--- config.mk ---
export PLATFORM = sky130hd
export DESIGN_NAME = atc_top
export DESIGN_NICKNAME = d
export VERILOG_FILES = /design/src/rtl/atc_pkg.sv /design/src/rtl/atc_sync.sv /design/src/rtl/atc_comb.sv /design/src/rtl/atc_top.sv
export SDC_FILE = /design/constraint.sdc
export NUM_CORES = 1
export LEC_CHECK = 0
export BUFFER_PORTS_ARGS = -buffer_cell sky130_fd_sc_hd__buf_2
export CORE_ASPECT_RATIO = 0.7
export CORE_MARGIN = 2
export CORE_UTILIZATION = 25
export CTS_CLUSTER_DIAMETER = 40
export DETAILED_ROUTE_END_ITERATION = 16
export GPL_TIMING_DRIVEN = 1
export MAX_ROUTING_LAYER = met4
export PLACE_DENSITY_LB_ADDON = 0.1
export SLEW_MARGIN = 5
export SYNTH_ARGS = -nofsm -noshare
export SYNTH_HDL_FRONTEND = slang
export SYNTH_HIERARCHICAL = 1
export SYNTH_SLANG_ARGS = --single-unit
--- constraint.sdc ---
create_clock -name pclk -period 5.5 [get_ports pclk]
set_clock_uncertainty 0.2 [all_clocks]
set_input_delay 1.1 -clock pclk [delete_from_list [all_inputs] [get_ports pclk]]
set_output_delay 1.1 -clock pclk [all_outputs]
set_load 0.01 [all_outputs]
--- src/rtl/atc_pkg.sv ---
// Constants and types shared by the acquisition trigger controller.
// Notes on behaviour
// - Trigger function resets off; off means no evaluation.
// - No sources enabled: start records at once.
// - After start, capture begins on start trigger.
// - Single mode: one trigger, one record, halt.
// - Repeat mode: rearm after each record until stop.
// - Count mode: 2 to 10000 triggers, then halt.
// - Repeat: triggers ignored during post-record processing.
// - First stop finishes record; second stops immediately.
// - Timing selects start, stop or start/stop use.
// - Forced and interval triggers only start measurement.
// - No stop trigger: end at recording length.
// - Stop timing: single ends, repeat restarts.
// - Start/stop timing: wait start, record until stop.
// - OR fires only on unsatisfied-to-satisfied change; here any enabled channel rising fires it, even while another holds.
// - AND fires while all enabled conditions hold.
// - Only channels with triggers configured take part.
// - Triggers ignored while pre-trigger portion records.
// - Every applied trigger pulses the trigger output.
package atc_pkg;

  // ***********************************************************
  // Register map (byte addresses)
  // ***********************************************************
  localparam logic [7:0] OFF_CTRL = 8'h00;
  localparam logic [7:0] OFF_START_MASK = 8'h04;
  localparam logic [7:0] OFF_STOP_MASK = 8'h08;
  localparam logic [7:0] OFF_REC_LEN = 8'h0C;
  localparam logic [7:0] OFF_PRE_LEN = 8'h10;
  localparam logic [7:0] OFF_CNT_SET = 8'h14;
  localparam logic [7:0] OFF_CMD = 8'h18;
  localparam logic [7:0] OFF_STATUS = 8'h1C;
  localparam logic [7:0] OFF_CNT_DONE = 8'h20;
  localparam logic [7:0] OFF_SMP_CNT = 8'h24;

  // ***********************************************************
  // Field positions
  // ***********************************************************
  localparam int CTRL_EN = 0;
  localparam int CTRL_MODE = 1;
  localparam int CTRL_TIM = 3;
  localparam int CTRL_START_AND = 5;
  localparam int CTRL_STOP_AND = 6;
  localparam int CTRL_IVAL_EN = 7;
  localparam int CMD_START = 0;
  localparam int CMD_STOP = 1;
  localparam int CMD_FORCE = 2;
  localparam int STAT_STOP_PEND = 3;
  localparam int STAT_MEAS = 4;

  // ***********************************************************
  // Modes, timing and reset values
  // ***********************************************************
  localparam logic [1:0] MODE_SINGLE = 2'h0;
  localparam logic [1:0] MODE_REPEAT = 2'h1;
  localparam logic [1:0] MODE_COUNT = 2'h2;
  localparam logic [1:0] TIM_START = 2'h0;
  localparam logic [1:0] TIM_STOP = 2'h1;
  localparam logic [1:0] TIM_BOTH = 2'h2;
  localparam logic [31:0] REC_LEN_RST = 32'h0000_03E8;
  localparam logic [13:0] CNT_MIN = 14'h0002;
  localparam logic [13:0] CNT_MAX = 14'h2710;

  typedef enum logic [2:0] {
    ST_IDLE = 3'b000,
    ST_PRE = 3'b001,
    ST_TWAIT = 3'b010,
    ST_REC = 3'b011,
    ST_PROC = 3'b100
  } atc_state_e;

endpackage

--- src/rtl/atc_sync.sv ---
// Three-stage input synchroniser with agreement filter.
`timescale 1ns/1ps
module atc_sync import atc_pkg::*; #(
  parameter int WIDTH = 4
) (
  // Clock and reset
  input wire logic pclk,
  input wire logic presetn,
  // Asynchronous inputs and filtered levels
  input wire logic [WIDTH-1:0] d,
  output logic [WIDTH-1:0] q
);

  typedef struct packed {
    logic [WIDTH-1:0] f1;
    logic [WIDTH-1:0] f2;
    logic [WIDTH-1:0] f3;
    logic [WIDTH-1:0] q;
  } atc_sync_s;

  atc_sync_s s_r;
  atc_sync_s s_nxt;
  logic [WIDTH-1:0] agree;

  // A bit only moves once the second and third stages agree.
  always_comb begin
    s_nxt = s_r;
    agree = ~(s_r.f2 ^ s_r.f3);
    s_nxt.f1 = d;
    s_nxt.f2 = s_r.f1;
    s_nxt.f3 = s_r.f2;
    s_nxt.q = (s_r.q & ~agree) | (s_r.f3 & agree);
  end

  always_ff @(posedge pclk or negedge presetn) begin
    if (!presetn) begin
      s_r <= '0;
    end else begin
      s_r <= s_nxt;
    end
  end

  assign q = s_r.q;

endmodule

--- src/rtl/atc_comb.sv ---
// AND/OR combiner of per-channel trigger conditions.
`timescale 1ns/1ps
module atc_comb import atc_pkg::*; #(
  parameter int NCH = 8
) (
  // Clock and reset
  input wire logic pclk,
  input wire logic presetn,
  // Conditions and selection
  input wire logic [NCH-1:0] cond,
  input wire logic [NCH-1:0] mask,
  input wire logic and_sel,
  // Combined trigger
  output logic hit
);

  typedef struct packed {
    logic [NCH-1:0] prev;
  } atc_comb_s;

  atc_comb_s s_r;
  atc_comb_s s_nxt;
  logic [NCH-1:0] cur;

  always_comb begin
    s_nxt = s_r;
    cur = cond & mask;
    s_nxt.prev = cur;
    if (and_sel) begin
      hit = (mask != '0) && ((cond | ~mask) == '1);
    end else begin
      hit = |(cur & ~s_r.prev);
    end
  end

  always_ff @(posedge pclk or negedge presetn) begin
    if (!presetn) begin
      s_r <= '0;
    end else begin
      s_r <= s_nxt;
    end
  end
endmodule

--- src/rtl/atc_top.sv ---
// Acquisition trigger controller with its APB register file.
//
// Register access over APB and the register addresses were left to the implementer.
`timescale 1ns/1ps
module atc_top import atc_pkg::*; #(
  parameter int NCH = 8
) (
  // Clock and reset
  input wire logic pclk,
  input wire logic presetn,
  // APB slave
  input wire logic psel,
  input wire logic penable,
  input wire logic pwrite,
  input wire logic [7:0] paddr,
  input wire logic [31:0] pwdata,
  output logic [31:0] prdata,
  output logic pready,
  output logic pslverr,
  // Trigger detectors and panel controls
  input wire logic [NCH-1:0] cond_in,
  input wire logic start_key,
  input wire logic stop_key,
  input wire logic force_key,
  input wire logic ival_tick,
  // Post-recording processing handshake
  input wire logic proc_done,
  // Status to the acquisition engine
  output logic trig_out,
  output logic measuring,
  output logic recording,
  output logic trig_wait
);

  // ***********************************************************
  // State
  // ***********************************************************
  typedef struct packed {
    atc_state_e st;
    logic trig_en;
    logic [1:0] mode;
    logic [1:0] timing;
    logic start_and;
    logic stop_and;
    logic ival_en;
    logic [NCH-1:0] start_mask;
    logic [NCH-1:0] stop_mask;
    logic [31:0] rec_len;
    logic [31:0] pre_len;
    logic [31:0] smp_cnt;
    logic [13:0] cnt_set;
    logic [13:0] cnt_done;
    logic stop_pend;
    logic trig_out;
    logic measuring;
    logic recording;
    logic trig_wait;
    logic [31:0] prdata;
    logic pready;
    logic pslverr;
    logic [3:0] key_d;
  } atc_top_s;

  atc_top_s s_r;
  atc_top_s s_nxt;

  logic [NCH+3:0] sync_q;
  logic [NCH-1:0] cond_s;
  logic [3:0] key_s;
  logic [3:0] key_edge;
  logic cs_hit;
  logic ss_hit;
  logic setup;
  logic wr_acc;
  logic cmd_wr;
  logic start_cmd;
  logic stop_cmd;
  logic force_w;
  logic free_w;
  logic start_hit;
  logic stop_hit;
  logic rec_full;
  logic pre_full;
  logic rec_end;

  // ***********************************************************
  // Helper functions
  // ***********************************************************
  // True on the last sample of a span of len samples.
  function automatic logic reached(input logic [31:0] cnt, input logic [31:0] len);
    reached = ({1'b0, cnt} + 33'h0_0000_0001) >= {1'b0, len};
  endfunction

  // Programmed counts outside the legal range are pulled to the nearest limit.
  function automatic logic [13:0] clamp_cnt(input logic [31:0] v);
    if (v < 32'(CNT_MIN)) begin
      clamp_cnt = CNT_MIN;
    end else if (v > 32'(CNT_MAX)) begin
      clamp_cnt = CNT_MAX;
    end else begin
      clamp_cnt = v[13:0];
    end
  endfunction

  // First state after a start or a rearm.
  function automatic atc_state_e first_state(input logic free, input atc_top_s s);
    if (free || s.timing == TIM_STOP) begin
      first_state = ST_REC;
    end else if (s.pre_len != 32'h0000_0000) begin
      first_state = ST_PRE;
    end else begin
      first_state = ST_TWAIT;
    end
  endfunction

  function automatic logic mapped(input logic [7:0] a);
    mapped = (a == OFF_CTRL) || (a == OFF_START_MASK) || (a == OFF_STOP_MASK) ||
             (a == OFF_REC_LEN) || (a == OFF_PRE_LEN) || (a == OFF_CNT_SET) ||
             (a == OFF_CMD) || (a == OFF_STATUS) || (a == OFF_CNT_DONE) ||
             (a == OFF_SMP_CNT);
  endfunction

  function automatic logic [31:0] rd_word(input logic [7:0] a, input atc_top_s s);
    logic [31:0] v;
    v = 32'h0000_0000;
    case (a)
      OFF_CTRL: begin
        v[CTRL_EN] = s.trig_en;
        v[CTRL_MODE +: 2] = s.mode;
        v[CTRL_TIM +: 2] = s.timing;
        v[CTRL_START_AND] = s.start_and;
        v[CTRL_STOP_AND] = s.stop_and;
        v[CTRL_IVAL_EN] = s.ival_en;
      end
      OFF_START_MASK: v = 32'(s.start_mask);
      OFF_STOP_MASK: v = 32'(s.stop_mask);
      OFF_REC_LEN: v = s.rec_len;
      OFF_PRE_LEN: v = s.pre_len;
      OFF_CNT_SET: v = 32'(s.cnt_set);
      OFF_STATUS: begin
        v[2:0] = s.st;
        v[STAT_STOP_PEND] = s.stop_pend;
        v[STAT_MEAS] = s.measuring;
      end
      OFF_CNT_DONE: v = 32'(s.cnt_done);
      OFF_SMP_CNT: v = s.smp_cnt;
      default: v = 32'h0000_0000;
    endcase
    rd_word = v;
  endfunction

  // ***********************************************************
  // Input conditioning and combining
  // ***********************************************************
  // Detector flags and panel keys arrive from outside this clock domain.
  atc_sync #(
    .WIDTH(NCH + 4)
  ) u_sync (
    .pclk(pclk),
    .presetn(presetn),
    .d({ival_tick, force_key, stop_key, start_key, cond_in}),
    .q(sync_q)
  );

  assign cond_s = sync_q[NCH-1:0];
  assign key_s = sync_q[NCH+3:NCH];

  atc_comb #(
    .NCH(NCH)
  ) u_start_comb (
    .pclk(pclk),
    .presetn(presetn),
    .cond(cond_s),
    .mask(s_r.start_mask),
    .and_sel(s_r.start_and),
    .hit(cs_hit)
  );

  atc_comb #(
    .NCH(NCH)
  ) u_stop_comb (
    .pclk(pclk),
    .presetn(presetn),
    .cond(cond_s),
    .mask(s_r.stop_mask),
    .and_sel(s_r.stop_and),
    .hit(ss_hit)
  );

  // ***********************************************************
  // Commands and trigger qualification
  // ***********************************************************
  always_comb begin
    key_edge = key_s & ~s_r.key_d;
    setup = psel && !penable;
    wr_acc = psel && penable && s_r.pready && pwrite && !s_r.pslverr;
    cmd_wr = wr_acc && (paddr == OFF_CMD);
    start_cmd = (cmd_wr && pwdata[CMD_START]) || key_edge[0];
    stop_cmd = (cmd_wr && pwdata[CMD_STOP]) || key_edge[1];
    force_w = (cmd_wr && pwdata[CMD_FORCE]) || key_edge[2];
    free_w = !s_r.trig_en ||
             (s_r.start_mask == '0 && s_r.stop_mask == '0 && !s_r.ival_en);
    start_hit = s_r.trig_en && (cs_hit || force_w || (s_r.ival_en && key_edge[3]));
    stop_hit = s_r.trig_en && (s_r.timing != TIM_START) && ss_hit;
    rec_full = reached(s_r.smp_cnt, s_r.rec_len);
    pre_full = reached(s_r.smp_cnt, s_r.pre_len);
    rec_end = (s_r.st == ST_REC) && (rec_full || stop_hit);
  end

  // ***********************************************************
  // Next state
  // ***********************************************************
  always_comb begin
    s_nxt = s_r;
    s_nxt.key_d = key_s;
    s_nxt.trig_out = 1'b0;
    s_nxt.smp_cnt = s_r.smp_cnt + 32'h0000_0001;

    // Register writes take effect at the access edge only.
    if (wr_acc) begin
      unique case (paddr)
        OFF_CTRL: begin
          s_nxt.trig_en = pwdata[CTRL_EN];
          s_nxt.mode = pwdata[CTRL_MODE +: 2];
          s_nxt.timing = pwdata[CTRL_TIM +: 2];
          s_nxt.start_and = pwdata[CTRL_START_AND];
          s_nxt.stop_and = pwdata[CTRL_STOP_AND];
          s_nxt.ival_en = pwdata[CTRL_IVAL_EN];
        end
        OFF_START_MASK: s_nxt.start_mask = pwdata[NCH-1:0];
        OFF_STOP_MASK: s_nxt.stop_mask = pwdata[NCH-1:0];
        OFF_REC_LEN: s_nxt.rec_len = pwdata;
        OFF_PRE_LEN: s_nxt.pre_len = pwdata;
        OFF_CNT_SET: s_nxt.cnt_set = clamp_cnt(pwdata);
        default: begin
        end
      endcase
    end

    unique case (s_r.st)
      ST_IDLE: begin
        s_nxt.smp_cnt = 32'h0000_0000;
        s_nxt.stop_pend = 1'b0;
        if (start_cmd) begin
          s_nxt.cnt_done = 14'h0000;
          s_nxt.st = first_state(free_w, s_r);
        end
      end
      ST_PRE: begin
        if (stop_cmd) begin
          s_nxt.st = ST_IDLE;
        end else if (free_w) begin
          s_nxt.st = ST_REC;
          s_nxt.smp_cnt = 32'h0000_0000;
        end else if (pre_full) begin
          s_nxt.st = ST_TWAIT;
        end
      end
      ST_TWAIT: begin
        if (stop_cmd) begin
          s_nxt.st = ST_IDLE;
        end else if (free_w) begin
          s_nxt.st = ST_REC;
          s_nxt.smp_cnt = 32'h0000_0000;
        end else if (start_hit) begin
          s_nxt.trig_out = 1'b1;
          s_nxt.st = ST_REC;
          s_nxt.smp_cnt = 32'h0000_0000;
        end
      end
      ST_REC: begin
        if (stop_cmd && s_r.stop_pend) begin
          s_nxt.st = ST_IDLE;
        end else if (rec_end) begin
          s_nxt.trig_out = stop_hit;
          s_nxt.cnt_done = s_r.cnt_done + 14'h0001;
          s_nxt.smp_cnt = 32'h0000_0000;
          if (s_r.stop_pend || stop_cmd || s_r.mode == MODE_SINGLE) begin
            s_nxt.st = ST_IDLE;
          end else if (s_r.mode == MODE_COUNT &&
                       s_r.cnt_done + 14'h0001 >= s_r.cnt_set) begin
            s_nxt.st = ST_IDLE;
          end else begin
            s_nxt.st = ST_PROC;
          end
        end else if (stop_cmd) begin
          s_nxt.stop_pend = 1'b1;
        end
      end
      ST_PROC: begin
        s_nxt.smp_cnt = 32'h0000_0000;
        if (stop_cmd) begin
          s_nxt.st = ST_IDLE;
        end else if (proc_done) begin
          s_nxt.st = first_state(free_w, s_r);
        end
      end
      default: begin
        s_nxt.st = ST_IDLE;
      end
    endcase

    // Outputs are registered copies of the coming state.
    s_nxt.measuring = (s_nxt.st != ST_IDLE);
    s_nxt.recording = (s_nxt.st == ST_PRE) || (s_nxt.st == ST_REC);
    s_nxt.trig_wait = (s_nxt.st == ST_TWAIT);

    // APB answers one cycle after setup, so every access has no wait state.
    s_nxt.pready = setup;
    s_nxt.pslverr = setup && !mapped(paddr);
    if (setup && !pwrite) begin
      s_nxt.prdata = rd_word(paddr, s_r);
    end
  end

  // ***********************************************************
  // Registers
  // ***********************************************************
  always_ff @(posedge pclk or negedge presetn) begin
    if (!presetn) begin
      s_r <= '0;
      s_r.st <= ST_IDLE;
      s_r.trig_en <= 1'b0;
      s_r.mode <= MODE_REPEAT;
      s_r.timing <= TIM_START;
      s_r.rec_len <= REC_LEN_RST;
      s_r.cnt_set <= CNT_MIN;
    end else begin
      s_r <= s_nxt;
    end
  end

  assign prdata = s_r.prdata;
  assign pready = s_r.pready;
  assign pslverr = s_r.pslverr;
  assign trig_out = s_r.trig_out;
  assign measuring = s_r.measuring;
  assign recording = s_r.recording;
  assign trig_wait = s_r.trig_wait;
endmodule

# Yosys cells after proc, flatten, opt, wreduce, memory -nomap -nowiden
# Cells that the tools add are included.
# word_totals
reg_bits	258
out_inout_bits	38
elab_cells	192
# classes
add_sub_neg	3
n_lt_le_gt_ge	5
eq_ne	25
mux	42
n_bitwise	18
reduce_logical	70
# op_table
cell	count
32-bit two-way mux	7
32-bit case mux with 4 select lines	1
24-bit case mux with 5 select lines	1
33-bit by 32-bit >= comparator with 1-bit output	2
14-bit two-way mux	4
5-bit case mux with 9 select lines	1
3-bit two-way mux	13
32-bit by 1-bit adder with 33-bit output, second input constant	1
32-bit by 1-bit adder with 32-bit output, second input constant	1
8-bit AND	4
8-bit by 5-bit == test with 1-bit output, second input constant	4
32-bit by 14-bit > comparator with 1-bit output, second input constant	1
32-bit by 2-bit less-than comparator with 1-bit output, second input constant	1
8-bit NOT	4
32-bit nonzero test	1
15-bit case mux with 2 select lines	1
12-bit AND	2
8-bit zero test	3
12-bit NOT	2
3-bit case mux with 8 select lines	1
1-bit logical AND	22
1-bit logical OR	20
8-bit by 4-bit == test with 1-bit output, second input constant	2
8-bit by 6-bit == test with 1-bit output, second input constant	2
30 further kinds	62

# Logic depth before layout (Yosys ltp)
# Gate-level depths: netlist of run 1.
# depth
ltp_word	16
mapped_depth	17
depth_no_buf	15

# Modules after synthesis
# Netlist of run 1, hierarchy kept.
# by_module_without_submodules
module	n_inst	cells_per_inst	area_per_inst_um2	seq_area_each_um2
atc_top	1	1130	11414.7	4864.7
atc_sync	1	72	1426.4	1201.2
atc_comb	2	45	394.1	200.2

# Worst setup path before layout of run 1
# No wires, ideal clock.
# synth_timing
path_kind	register to register
start	register s_r[73] in the netlist's numbering
end	register s_r (netlist bit measuring)
setup_time_ns	0.139
arrival_ns	4.166
setup_slack_ns	0.995
stages_incl_launch_ff	17
n_path_buf	1
cell_sequence	dfrtp_1 -> and4_4 -> and4_1 -> clkbuf_1 -> nand4bb_1 -> nor4_1 -> nand4_1 -> xor2_1 -> inv_1 -> ha_1 -> nand3_1 -> or3_1 -> or3_2 -> a21oi_1 -> or3_4 -> nand4b_4 -> or4_1
# synth_lines
element	line	rtl
start, declared	atc_top.sv:64	atc_top_s s_r;
start signal, assigned	atc_top.sv:329	s_r <= s_nxt;

==> summary.txt, run 1 <==
Clock network
  – H-tree depth: 2
  – Clock Tree Buf Depth: 3
  – Clock transition at path regs: 0.05 ns
  – Clock latency on the worst-skew pair: 0.57 ns
  – Hold buffers post-CTS: 0
  – CTS tree: done
  – CTS Buf Count: 44
  – Clk sinks: 258
  – CTS root buf: clkbuf_16

Layout
  – Nets@finish: 1511
  – P&R area growth vs syn: 19.8%
  – Share of layout cells above drive strength 1: 0.240
  – Non-filler instance count after layout: 2139
  – Post-route cell area: 16300 um2
  – Final core utilization: 0.303

Power and ir drop
  – Total power: 5.65 mW
  – Worst VDD drop: 0.182 mV
  – PwrDens: 346 nW/um2
  – LEAKAGE: 7.67 nW

Timing
  – Final setup viols: 0
  – PnR worst setup slack: 0.594 ns
  – Final critical-path share of the clock period: 0.892
  – Slew Viols, Final: 0
  – Post-route setup TNS: 0 ns
  – RSZ-0062 raised after global routing: no
  – Worst Tran Pin Value: 1.12 ns
  – Final Hold Fails: 0
  – Hold slack: 0.147 ns
  – F_max: 0.204 GHz
  – Crit path time final: 4.91 ns
  – Relative slew slack: 0.255

Synthesis
  – Async set or reset register ratio after synthesis: 1.00
  – Synthesized Nets: 1430
  – Netlist cell types: 87
  – Post-synthesis cell count: 1292
  – Number of synthesized register bits: 258
  – Top FF cell, synth: dfrtp_1
  – Yosys warnings: 6
  – Syn_area_per_cell: 10.5 um2
  – Post-synth EDFFs: 0
  – Mapped cell area: 13600 um2
  – Sequential share of the synthesized area: 0.474

GRT
  – Antenna violations before repair: 1
  – M3 GR Usage: 0.0334
  – Grt total ovfl: 0
  – Vias in the first global route: 10200
  – Largest net degree at the start of global routing: 104
  – Total GRT Usage: 0.172
  – Grt met1 use: 0.270
  – Met2 GRT Util: 0.219
  – Grt peak-use layer: met1
  – First-pass GRT wire length: 70.1 mm

Min path
  – Hold_sp: u_sync/s_nxt[25]
  – HP Class: flip-flop to flip-flop

Setup path
  – CP Launch Type: flip-flop
  – Crit path from: s_r[81]
  – Reg-to-Reg Start: s_r[81]
  – CP endpoint kind: flip-flop
  – Max incr delay on CP: 0.53 ns
  – Critical path buffers and inverters: 2
  – Crit-path cells: nand3_1, nor2_1, nand3_1, nor2_1, nand3_1, xor2_1, inv_1, ha_1, nand4_1, nor4_1, nand2_1, a2111oi_4, nor3_1, a32oi_2, buf_12, nor2b_1
  – Crit path top cell by count: nand3_1
  – Crit path arrival time: 5.14 ns
  – CP Class: flip-flop to flip-flop
  – Crit-path slowest cell: nor4_1
  – Req. time, crit path: 5.73 ns
  – Top delay family on crit path: simple AND/OR/NAND/NOR gates
  – Worst-path fanout max: 32

Status
  – Outcome: completed

Floorplanning
  – Starting Density: 0.253
  – Height of the die: 199 um
  – Die area: 56400 um2
  – Boundary Pins: 96
  – Chip width: 283 um
  – Core Footprint: 53800 um2
  – Std cell rows: 71

Routing
  – First-pass DRT Iterations: 6
  – Via count: 10300
  – Final wirelength: 46.6 mm
  – Antenna-violating nets left: 0
  – DR DRC count: 0
  – Via density per instance: 4.80
  – Routed len/inst: 21.8 um
  – Starting DRT DRC Count: 806

Placed design
  – HPWL Detailed: 34.9 mm
  – DP Area: 14700 um2
  – Worst slack at placement: 0.560 ns
  – DP Cell Count: 2057
  – Gpl congestion: 0.825
  – Input/output buffers: 95

Job
  – Max-cap violations: 0
-- final cells by class --
| cell class | instances | area, um2 |
|---|---|---|
| fillers | 5623 | 37500 |
| multi-input cells | 825 | 6210 |
| clock buffers | 51 | 1200 |
| flip-flops and latches | 258 | 6470 |
| repair buffers | 118 | 683 |
| diodes | 1 | 2.50 |
| well taps | 730 | 913 |
| inverters | 126 | 473 |
| clock inverters | 30 | 378 |
-- what timing repair did --
item                       in CTS  in global routing
setup endpoints to repair       0                  5
resized for setup               0                  1
setup buffers                   0                  0
-- worst reg2reg max path, stage by stage, from the launching register on --
cell and delay [ns]:
dfrtp_1 0.41, nand3_1 0.16, nor2_1 0.33, nand3_1 0.26, nor2_1 0.49, nand3_1 0.16, xor2_1 0.21, inv_1 0.09
ha_1 0.30, nand4_1 0.15, nor4_1 0.53, nand2_1 0.18, a2111oi_4 0.45, nor3_1 0.21, a32oi_2 0.32, buf_12 0.24
nor2b_1 0.09
-- registers in the layout, summed over array words and instances, names as in the netlist, named ones only --
register	cells
u_sync/s_r	12
trig_wait	1
u_start_comb/s_r	8
recording	1
s_r	156
pslverr	1
pready	1
measuring	1
trig_out	1
u_sync/s_nxt	24
u_stop_comb/s_r	8
prdata	32
-- metal layers --
layer	part of all wire	up-vias
li1	-	4791
met1	0.55	5165
met2	0.38	262
met3	0.062	55
met4	0.015	0
met5	0	-
-- final timing paths --
kind                                    end  slack (ns)  depth (start not counted)
setup reg to reg                    s_r[86]        0.59                         16
hold reg to reg            u_sync/s_nxt[13]        0.15                          0
setup / recovery                    s_r[86]        0.59                         16
min in group asynchronous         prdata[7]        0.40                          1
hold / removal             u_sync/s_nxt[13]        0.15                          0
max in group asynchronous           s_r[96]        3.58                          2
-- cells by family after synthesis --
kind of cell,share of synthesized area
flops,0.474
simple gates,0.149
compound gates,0.131
mux,0.0661
fa+ha+maj,0.0834
buf+inv,0.0713
xor+xnor,0.0244
-- where the power goes --
| part | switching, mW | total (mW) | internal [mW] |
|---|---|---|---|
| logic | 0.387 | 0.632 | 0.245 |
| clock network | 1.07 | 2.94 | 1.87 |
| registers | 0.0975 | 2.07 | 1.98 |
-- Yosys cell counts, types with 3 or more instances --
| cell type | number | area, um2 |
|---|---|---|
| nor2b_1 | 25 | 156 |
| nand4_1 | 22 | 138 |
| nand3_1 | 31 | 155 |
| and3_1 | 14 | 87.6 |
| or2_2 | 4 | 25.0 |
| buf_2 | 4 | 20.0 |
| a222oi_1 | 29 | 290 |
| clkbuf_1 | 31 | 116 |
| a22oi_1 | 16 | 120 |
| nor3b_1 | 4 | 30.0 |
| a221oi_1 | 12 | 105 |
| xnor2_1 | 20 | 175 |
| xor2_1 | 18 | 158 |
| dfstp_2 | 8 | 210 |
| inv_1 | 126 | 473 |
| a211oi_1 | 3 | 22.5 |
| maj3_2 | 12 | 135 |
| nor2_1 | 57 | 214 |
| o21ai_0 | 53 | 265 |
| a22o_1 | 18 | 158 |
| a21oi_1 | 45 | 225 |
| or4_1 | 9 | 67.6 |
| o21a_1 | 3 | 22.5 |
| and4_2 | 4 | 40.0 |
| a31oi_1 | 10 | 62.6 |
| and4_1 | 3 | 26.3 |
| ha_1 | 80 | 1000 |
| nand2_2 | 5 | 31.3 |
| nor3_1 | 13 | 65.1 |
| buf_4 | 44 | 330 |
| nand4b_1 | 3 | 26.3 |
| dfrtp_1 | 250 | 6260 |
| a21o_1 | 11 | 82.6 |
| nand2_1 | 103 | 387 |
| o2111ai_1 | 3 | 26.3 |
| mux2_2 | 80 | 901 |
| nor4_1 | 21 | 131 |
| or2b_1 | 4 | 30.0 |
| o22ai_1 | 12 | 75.1 |
| o21bai_1 | 3 | 22.5 |
| nand2b_1 | 22 | 138 |
| o41ai_1 | 3 | 26.3 |
| a211o_1 | 4 | 35.0 |
-- cell usage in the layout (no fill, tap or decap), types with 20 or more instances in the layout --
| cell | n |
|---|---|
| nand2b_1 | 22 |
| clkbuf_16 | 46 |
| buf_2 | 94 |
| buf_4 | 21 |
| nand2_1 | 103 |
| nor2_1 | 55 |
| nand4_1 | 22 |
| nor2b_1 | 24 |
| nand3_1 | 31 |
| dfrtp_1 | 250 |
| xnor2_1 | 20 |
| inv_1 | 126 |
| mux2_2 | 80 |
| a21oi_1 | 45 |
| a222oi_1 | 29 |
| nor4_1 | 21 |
| o21ai_0 | 53 |
| ha_1 | 80 |
Power figures use the tool's default switching activity.
==> run 2, diff against run 1 <==
--- a/config.mk
+++ b/config.mk
@@ -5,12 +5,12 @@
 export SDC_FILE = /design/constraint.sdc
 export NUM_CORES = 1
 export LEC_CHECK = 0
-export BUFFER_PORTS_ARGS = -buffer_cell sky130_fd_sc_hd__buf_2
 export CORE_ASPECT_RATIO = 0.7
 export CORE_MARGIN = 2
 export CORE_UTILIZATION = 25
 export CTS_CLUSTER_DIAMETER = 40
 export DETAILED_ROUTE_END_ITERATION = 16
+export DONT_BUFFER_PORTS = 1
 export GPL_TIMING_DRIVEN = 1
 export MAX_ROUTING_LAYER = met4
 export PLACE_DENSITY_LB_ADDON = 0.1
==> run 2 against run 1 <==
  * Worst setup slack worse by 0.17 ns
  * Critical path type unchanged
  * Sequential power about the same
  * Largest power group unchanged
  * Global-route usage up 0.071 points
==> summary.txt, run 2 (synthesis results as in run 1) <==
GRT
  – Grt total ovfl: 0 (unchanged)
  – Antenna violations before repair: 2 (+1)
  – Total GRT Usage: 0.173 (+0.000713)
  – First-pass GRT wire length: 70.0 mm (-0.14%)
  – Largest net degree at the start of global routing: 252 (+140%)
  – Vias in the first global route: 10100 (-0.62%)

Power and ir drop
  – LEAKAGE: 7.27 nW (-5.2%)
  – Internal power: 4.04 mW (-1.2%)
  – Clock share of power: 0.530 (+0.009)
  – Net Sw Power: 1.56 mW (+0.46%)
  – Sw Share: 0.279 (+0.00333)
  – Comb pwr share: 0.097 (-0.015)
  – Worst VDD drop: 0.214 mV (+17%)
  – PwrDens: 353 nW/um2 (+2.0%)
  – Part of the power in registers: 0.373 (+0.006)

Routing
  – Antenna-violating nets left: 0 (unchanged)
  – Starting DRT DRC Count: 790 (-2.0%)
  – Final wirelength: 47.0 mm (+0.87%)
  – Via density per instance: 4.79 (-0.23%)
  – Routed len/inst: 22.9 um (+5.1%)
  – DR DRC count: 0 (unchanged)
  – Via count: 9837 (-4.2%)
  – First-pass DRT Iterations: 7 (+1)

Floorplanning
  – Boundary Pins: 96 (unchanged)
  – Chip width: 283 um (unchanged)
  – Die area: 56400 um2 (unchanged)
  – Core Footprint: 53800 um2 (unchanged)
  – Std cell rows: 71 (unchanged)
  – Starting Density: 0.253 (unchanged)
  – Height of the die: 199 um (unchanged)

Layout
  – P&R area growth vs syn: 16.5%
  – Max FFs per register: 156 (unchanged)
  – Share of layout cells above drive strength 1: 0.186 (-0.0538)
  – Nets@finish: 1421 (-6.0%)
  – Biggest register: s_r
  – Commonest non-fill, non-tap cell in the layout: dfrtp_1
  – Most frequent cells in the layout: dfrtp_1 (250), inv_1 (126), nand2_1 (103)

Timing
  – RSZ-0062 raised after global routing: no
  – Final setup viols: 0 (unchanged)
  – Post-route setup TNS: 0 ns (unchanged)
  – Worst Tran Pin Value: 1.05 ns (-0.0695 ns)
  – F_max: 0.197 GHz (-3.3%)
  – Hold slack: 0.0535 ns (-0.0935 ns)
  – Crit path time final: 5.08 ns (+0.170 ns)
  – Relative slew slack: 0.300 (+0.0456)
  – Final Hold Fails: 0 (unchanged)
  – Slew Viols, Final: 0 (unchanged)
  – Final critical-path share of the clock period: 0.923 (+0.0308)

Clock network
  – Clk sinks: 258 (unchanged)
  – Clock Tree Buf Depth: 3 (unchanged)
  – Clock transition at path regs: 0.06 ns (about the same)
  – CTS root buf: clkbuf_16
  – CTS Buf Count: 49 (+11%)
  – Setup Fix Bufs, Post-CTS: 0 (unchanged)
  – CTS tree: done
  – Clock latency on the worst-skew pair: 0.59 ns (+0.02 ns)
  – H-tree depth: 2 (unchanged)

Placed design
  – Gpl congestion: 0.808 (-2.0%)
  – Input/output buffers: 0 (-100%)
  – HPWL Detailed: 34.3 mm (-1.8%)

Setup path
  – Crit-path slowest cell: or3_2
  – Req. time, crit path: 5.75 ns (+0.02 ns)
  – Top delay family on crit path: simple AND/OR/NAND/NOR gates
  – CP Launch Type: flip-flop
  – CP Class: flip-flop to flip-flop
  – Critical path buffers and inverters: 2 (unchanged)
  – Max incr delay on CP: 0.54 ns (about the same)
  – Crit-path cells: nand3_1, nor2_1, nand4bb_1, nor4_1, buf_4, nand4_1, xor2_1, inv_1, ha_1, nand3_1, or3_1, or3_2, a21oi_1, or3_4, nand4b_4, or4_1
  – Crit path arrival time: 5.33 ns (+0.19 ns)
  – Worst-path fanout max: 5 (-84%)
  – Crit path top cell by count: nand3_1
  – CP endpoint kind: flip-flop

Job
  – Max-cap violations: 0 (unchanged)

Min path
  – HP Class: primary input to asynchronous set/reset pin

Status
  – Outcome: completed
-- run 2: layout make-up --
type,instances,area (um2)
flip-flops and latches,258,6470
fillers,5652,38000
clock buffers,61,1330
diodes,2,5.00
repair buffers,23,203
well taps,730,913
clock inverters,28,282
multi-input cells,825,6210
inverters,126,473
-- run 2: path summary, 6_finish.rpt --
path,start,end,slack [ns],depth (start not counted)
worst min register to register,u_sync/s_nxt[33],u_sync/s_nxt[21],0.14,0
worst max-delay path,s_r[78],measuring,0.42,16
max in group asynchronous,presetn,s_r[145],4.09,1
worst max register to register,s_r[78],measuring,0.42,16
min in group pclk,u_sync/s_nxt[33],u_sync/s_nxt[21],0.14,0
worst min-delay path,presetn,s_r[70],0.05,0
-- run 2: what timing repair did --
item	4_1_cts	5_1_grt
endpoints found under the hold margin	8	0
gates resized for setup	0	0
hold buffers	2	0
-- run 2: power groups by stage --
| stage | sequential (mW) | clock [mW] | combinational (mW) |
|---|---|---|---|
| 6_report | 2.09 | 2.97 | 0.544 |
| 5_1_grt | 2.11 | 3.15 | 0.598 |
| 4_1_cts | 2.09 | 3.06 | 0.544 |
| 3_5_place_dp | 2.12 | 0 | 0.537 |
| 3_3_place_gp | 2.12 | 0 | 0.538 |
| 2_1_floorplan | 2.06 | 0 | 0.419 |
-- run 2: per-stage QoR --
step                       util  setup WS (ns)  instance area (um2)  std cells  power [mW]
final                     0.295          0.425                15900       2053        5.61
after global routing      0.295         0.0564                15900       2052        5.85
after CTS                 0.295          0.459                15900       2051        5.69
after detailed placement  0.265          0.484                14200       1960        2.66
after global placement    0.265          0.496                14200       1960        2.66
after floorplan               -          0.995                13600       1292        2.48
-- run 2: layer usage --
metal,track usage,part of all wire,vias to the layer above
li1,-,-,4616
met4,0.0464,0.019,0
met5,-,0,-
met3,0.0371,0.060,57
met2,0.224,0.38,245
met1,0.263,0.54,4919
==> run 3, diff against run 2 <==
--- a/config.mk
+++ b/config.mk
@@ -5,6 +5,7 @@
 export SDC_FILE = /design/constraint.sdc
 export NUM_CORES = 1
 export LEC_CHECK = 0
+export ABC_AREA = 1
 export CORE_ASPECT_RATIO = 0.7
 export CORE_MARGIN = 2
 export CORE_UTILIZATION = 25
==> run 3 against run 2 <==
  * Sequential power is 3% lower
  * Sequential cell count stayed put
  * Synthesized area is 3.5% higher
  * Die area is 3.5% higher
  * Total power is 0.77% lower
  * Synthesized cell count is 38% higher
  * Worst setup slack better by 0.59 ns
  * Clock power is 4% higher
  * Wire length is 3.4% higher
  * Final area is 2.9% higher
  * Fmax is 13% higher
  * Sequential share of layout area is 1.1 points lower
  * Critical path type unchanged
  * Critical endpoint is now s_r[101]
  * Largest cell class unchanged
  * Highest routed layer unchanged
==> summary.txt, run 3 <==
Status
  – Outcome: completed

Floorplanning
  – Starting Density: 0.254 (+0.00113)
  – Boundary Pins: 96 (unchanged)
  – Height of the die: 203 um (+1.7%)
  – Std cell rows: 72 (+1.4%)
  – Chip width: 288 um (+1.7%)
  – Core Footprint: 55500 um2 (+3.1%)
  – Die area: 58400 um2 (+3.5%)

Power and ir drop
  – LEAKAGE: 7.91 nW (+8.9%)
  – Worst VDD drop: 0.215 mV (+0.40%)
  – PwrDens: 341 nW/um2 (-3.5%)
  – Comb pwr share: 0.079 (-0.018)
  – Total power: 5.56 mW (-0.77%)
  – Part of the power in registers: 0.366 (-0.007)
  – Net Sw Power: 1.54 mW (-1.4%)
  – Sw Share: 0.277 (-0.00188)
  – Clock share of power: 0.555 (+0.025)
  – Internal power: 4.02 mW (-0.51%)

Routing
  – Routed len/inst: 19.1 um (-16%)
  – Starting DRT DRC Count: 863 (+9.2%)
  – Final wirelength: 48.6 mm (+3.4%)
  – Via count: 11500 (+17%)
  – Via density per instance: 4.53 (-5.4%)
  – Antenna-violating nets left: 0 (unchanged)
  – DR DRC count: 0 (unchanged)
  – First-pass DRT Iterations: 5 (-2)

Layout
  – Nets@finish: 1896 (+33%)
  – Biggest register: s_r
  – Footprint of the multi-input gates: 5950 um2 (-4.1%)
  – Fill cells: 6050 (+7.0%)
  – Commonest non-fill, non-tap cell in the layout: nand2_1
  – Most frequent cells in the layout: nand2_1 (393), inv_1 (310), dfrtp_1 (250)
  – FF/Latch Area: 6470 um2 (unchanged)
  – Max FFs per register: 156 (unchanged)
  – Share of layout cells above drive strength 1: 0.0812 (-0.105)
  – Final core utilization: 0.294 (-0.000613)
  – P&R area growth vs syn: 15.8%

Synthesis
  – Number of synthesized register bits: 258 (unchanged)
  – Synth area leaders: dfrtp_1 (44%), nand2_1 (11%), inv_1 (8.2%)
  – Netlist cell types: 47 (-46%)
  – Post-synth EDFFs: 0 (unchanged)
  – Mapped cell area: 14100 um2 (+3.5%)
  – Yosys warnings: 6 (unchanged)
  – Synth top area share: 0.443 (-0.0157)
  – Sequential share of the synthesized area: 0.458 (-0.0162)
  – Top cells by count, synth: nand2_1 (396), inv_1 (310), dfrtp_1 (250), nor2_1 (146), o21ai_0 (125)
  – Most common cell in the synthesized netlist: nand2_1
  – Post-synth top area cell: dfrtp_1
  – Synthesized Nets: 1918 (+34%)
  – Post-synthesis cell count: 1780 (+38%)
  – Top FF cell, synth: dfrtp_1
  – Syn_area_per_cell: 7.93 um2 (-25%)
  – Async set or reset register ratio after synthesis: 1.00 (unchanged)

Clock network
  – Setup Fix Bufs, Post-CTS: 0 (unchanged)
  – Clock Tree Buf Depth: 3 (unchanged)
  – Number of gates resized after cts: 0 (unchanged)
  – CTS tree: done
  – Clock latency on the worst-skew pair: 0.58 ns (about the same)
  – CTS Buf Count: 49 (unchanged)
  – Clock transition at path regs: 0.05 ns (about the same)
  – CTS root buf: clkbuf_16
  – H-tree depth: 2 (unchanged)
  – Hold buffers post-CTS: 0 (-2)
  – Clk sinks: 258 (unchanged)

Setup path
  – Crit Reg-Reg Endpoint: s_r[101]
  – Crit path top cell by count: nor2_1
  – Worst-path fanout max: 32 (+27)
  – CP endpoint kind: flip-flop
  – Max incr delay on CP: 0.48 ns (-0.06 ns)
  – Req. time, crit path: 5.72 ns (-0.03 ns)
  – Crit-path cells: ha_1, nand2_1, nor2_2, nand3_1, nor2_1, inv_2, nor2_1, nand4_1, inv_1, nand2_1, nor2_1, xor2_1, inv_1, ha_1, nand4_1, nor4_1, nand3_1, and3_1, nand3_2, nand2_1, inv_2, nor2_1
  – Critical path buffers and inverters: 4 (+2)
  – FF-to-FF setup slack: 1.02 ns (+0.59 ns)
  – Crit-path slowest cell: inv_2
  – Crit path arrival time: 4.70 ns (-0.63 ns)
  – Instance count on the critical path: 22 (+6)
  – CP Class: flip-flop to flip-flop
  – CP Launch Type: flip-flop
  – Reg-to-Reg Start: s_r[71]
  – Reg2Reg Depth: 22 (+6)
  – Crit path from: s_r[71]
  – End of the critical path: s_r[101]
  – Top delay family on crit path: simple AND/OR/NAND/NOR gates

Timing
  – F_max: 0.223 GHz (+13%)
  – Final setup viols: 0 (unchanged)
  – Crit path time final: 4.48 ns (-0.592 ns)
  – Worst Tran Pin Value: 1.01 ns (-0.0393 ns)
  – Final Hold Fails: 0 (unchanged)
  – Slew Viols, Final: 0 (unchanged)
  – Final critical-path share of the clock period: 0.815 (-0.108)
  – Relative slew slack: 0.327 (+0.0269)
  – RSZ-0062 raised after global routing: no
  – Post-route setup TNS: 0 ns (unchanged)

Placed design
  – HPWL Detailed: 36.0 mm (+5.1%)
  – Input/output buffers: 0 (unchanged)
  – Gpl congestion: 0.850 (+5.2%)

GRT
  – Grt total ovfl: 0 (unchanged)
  – First-pass GRT wire length: 73.9 mm (+5.6%)
  – Vias in the first global route: 11500 (+13%)
  – Antenna violations before repair: 2 (unchanged)
  – Total GRT Usage: 0.175 (+0.00181)
  – Largest net degree at the start of global routing: 259 (+2.8%)

Job
  – Max-cap violations: 0 (unchanged)

Min path
  – HP Class: primary input to asynchronous set/reset pin
==> run 3: metal layers <==
layer,wire length (um),vias to the layer above,track usage
met4,948,0,0.0457
met5,0,-,-
met1,26600,5523,0.277
met2,18100,271,0.219
li1,-,5646,-
met3,2970,67,0.0312
==> run 3: worst min path at each step <==
| stage | slack [ns] | end | start |
|---|---|---|---|
| 3_3_place_gp | 0.13 | u_sync/s_nxt[13] | u_sync/s_nxt[25] |
| 5_1_grt | 0.009 | s_r[66] | presetn |
| 4_1_cts | 0.002 | prdata[10] | presetn |
| 2_1_floorplan | 0.13 | u_sync/s_nxt[12] | u_sync/s_nxt[24] |
| 3_5_place_dp | 0.13 | u_sync/s_nxt[21] | u_sync/s_nxt[33] |
| 6_report | 0.04 | s_r[66] | presetn |
==> run 3: per-stage QoR <==
step / hold slack (ns) / setup WS, ns / instance area, um2 / instances
floorplan: 0.131 / 1.99 / 14100 / 1780
global placement: 0.134 / 1.15 / 14600 / 2447
detailed placement: 0.135 / 1.05 / 14600 / 2447
CTS: 0.00231 / 1.03 / 16300 / 2538
global route: 0.00946 / 0.579 / 16300 / 2538
finish: 0.0394 / 1.02 / 16300 / 2539
==> run 3: logic make-up after synthesis <==
logic type,synth area share
xor gates and xnor gates,0.0217
DFF,0.458
AOI/OAI and AO/OA,0.117
buffers and inverters,0.121
adders and majority gates,0.0709
and+or+nand+nor,0.211
==> run 3: layout make-up <==
| cell class | count | area share |
|---|---|---|
| multi-input cells | 1114 | 0.364 |
| diodes | 1 | 0.000153 |
| repair buffers | 11 | 0.00505 |
| clock buffers | 55 | 0.0802 |
| well taps | 740 | 0.0567 |
| flip-flops and latches | 258 | 0.396 |
| clock inverters | 36 | 0.0233 |
| inverters | 324 | 0.0744 |
==> run 3: power groups by stage <==
stage	Combinational, mW	Sequential (mW)	Clock, mW
after CTS	0.443	2.03	3.18
after global placement	0.443	2.07	0
after detailed placement	0.440	2.07	0
after global routing	0.497	2.04	3.28
final	0.441	2.03	3.09
after floorplan	0.336	2.04	0
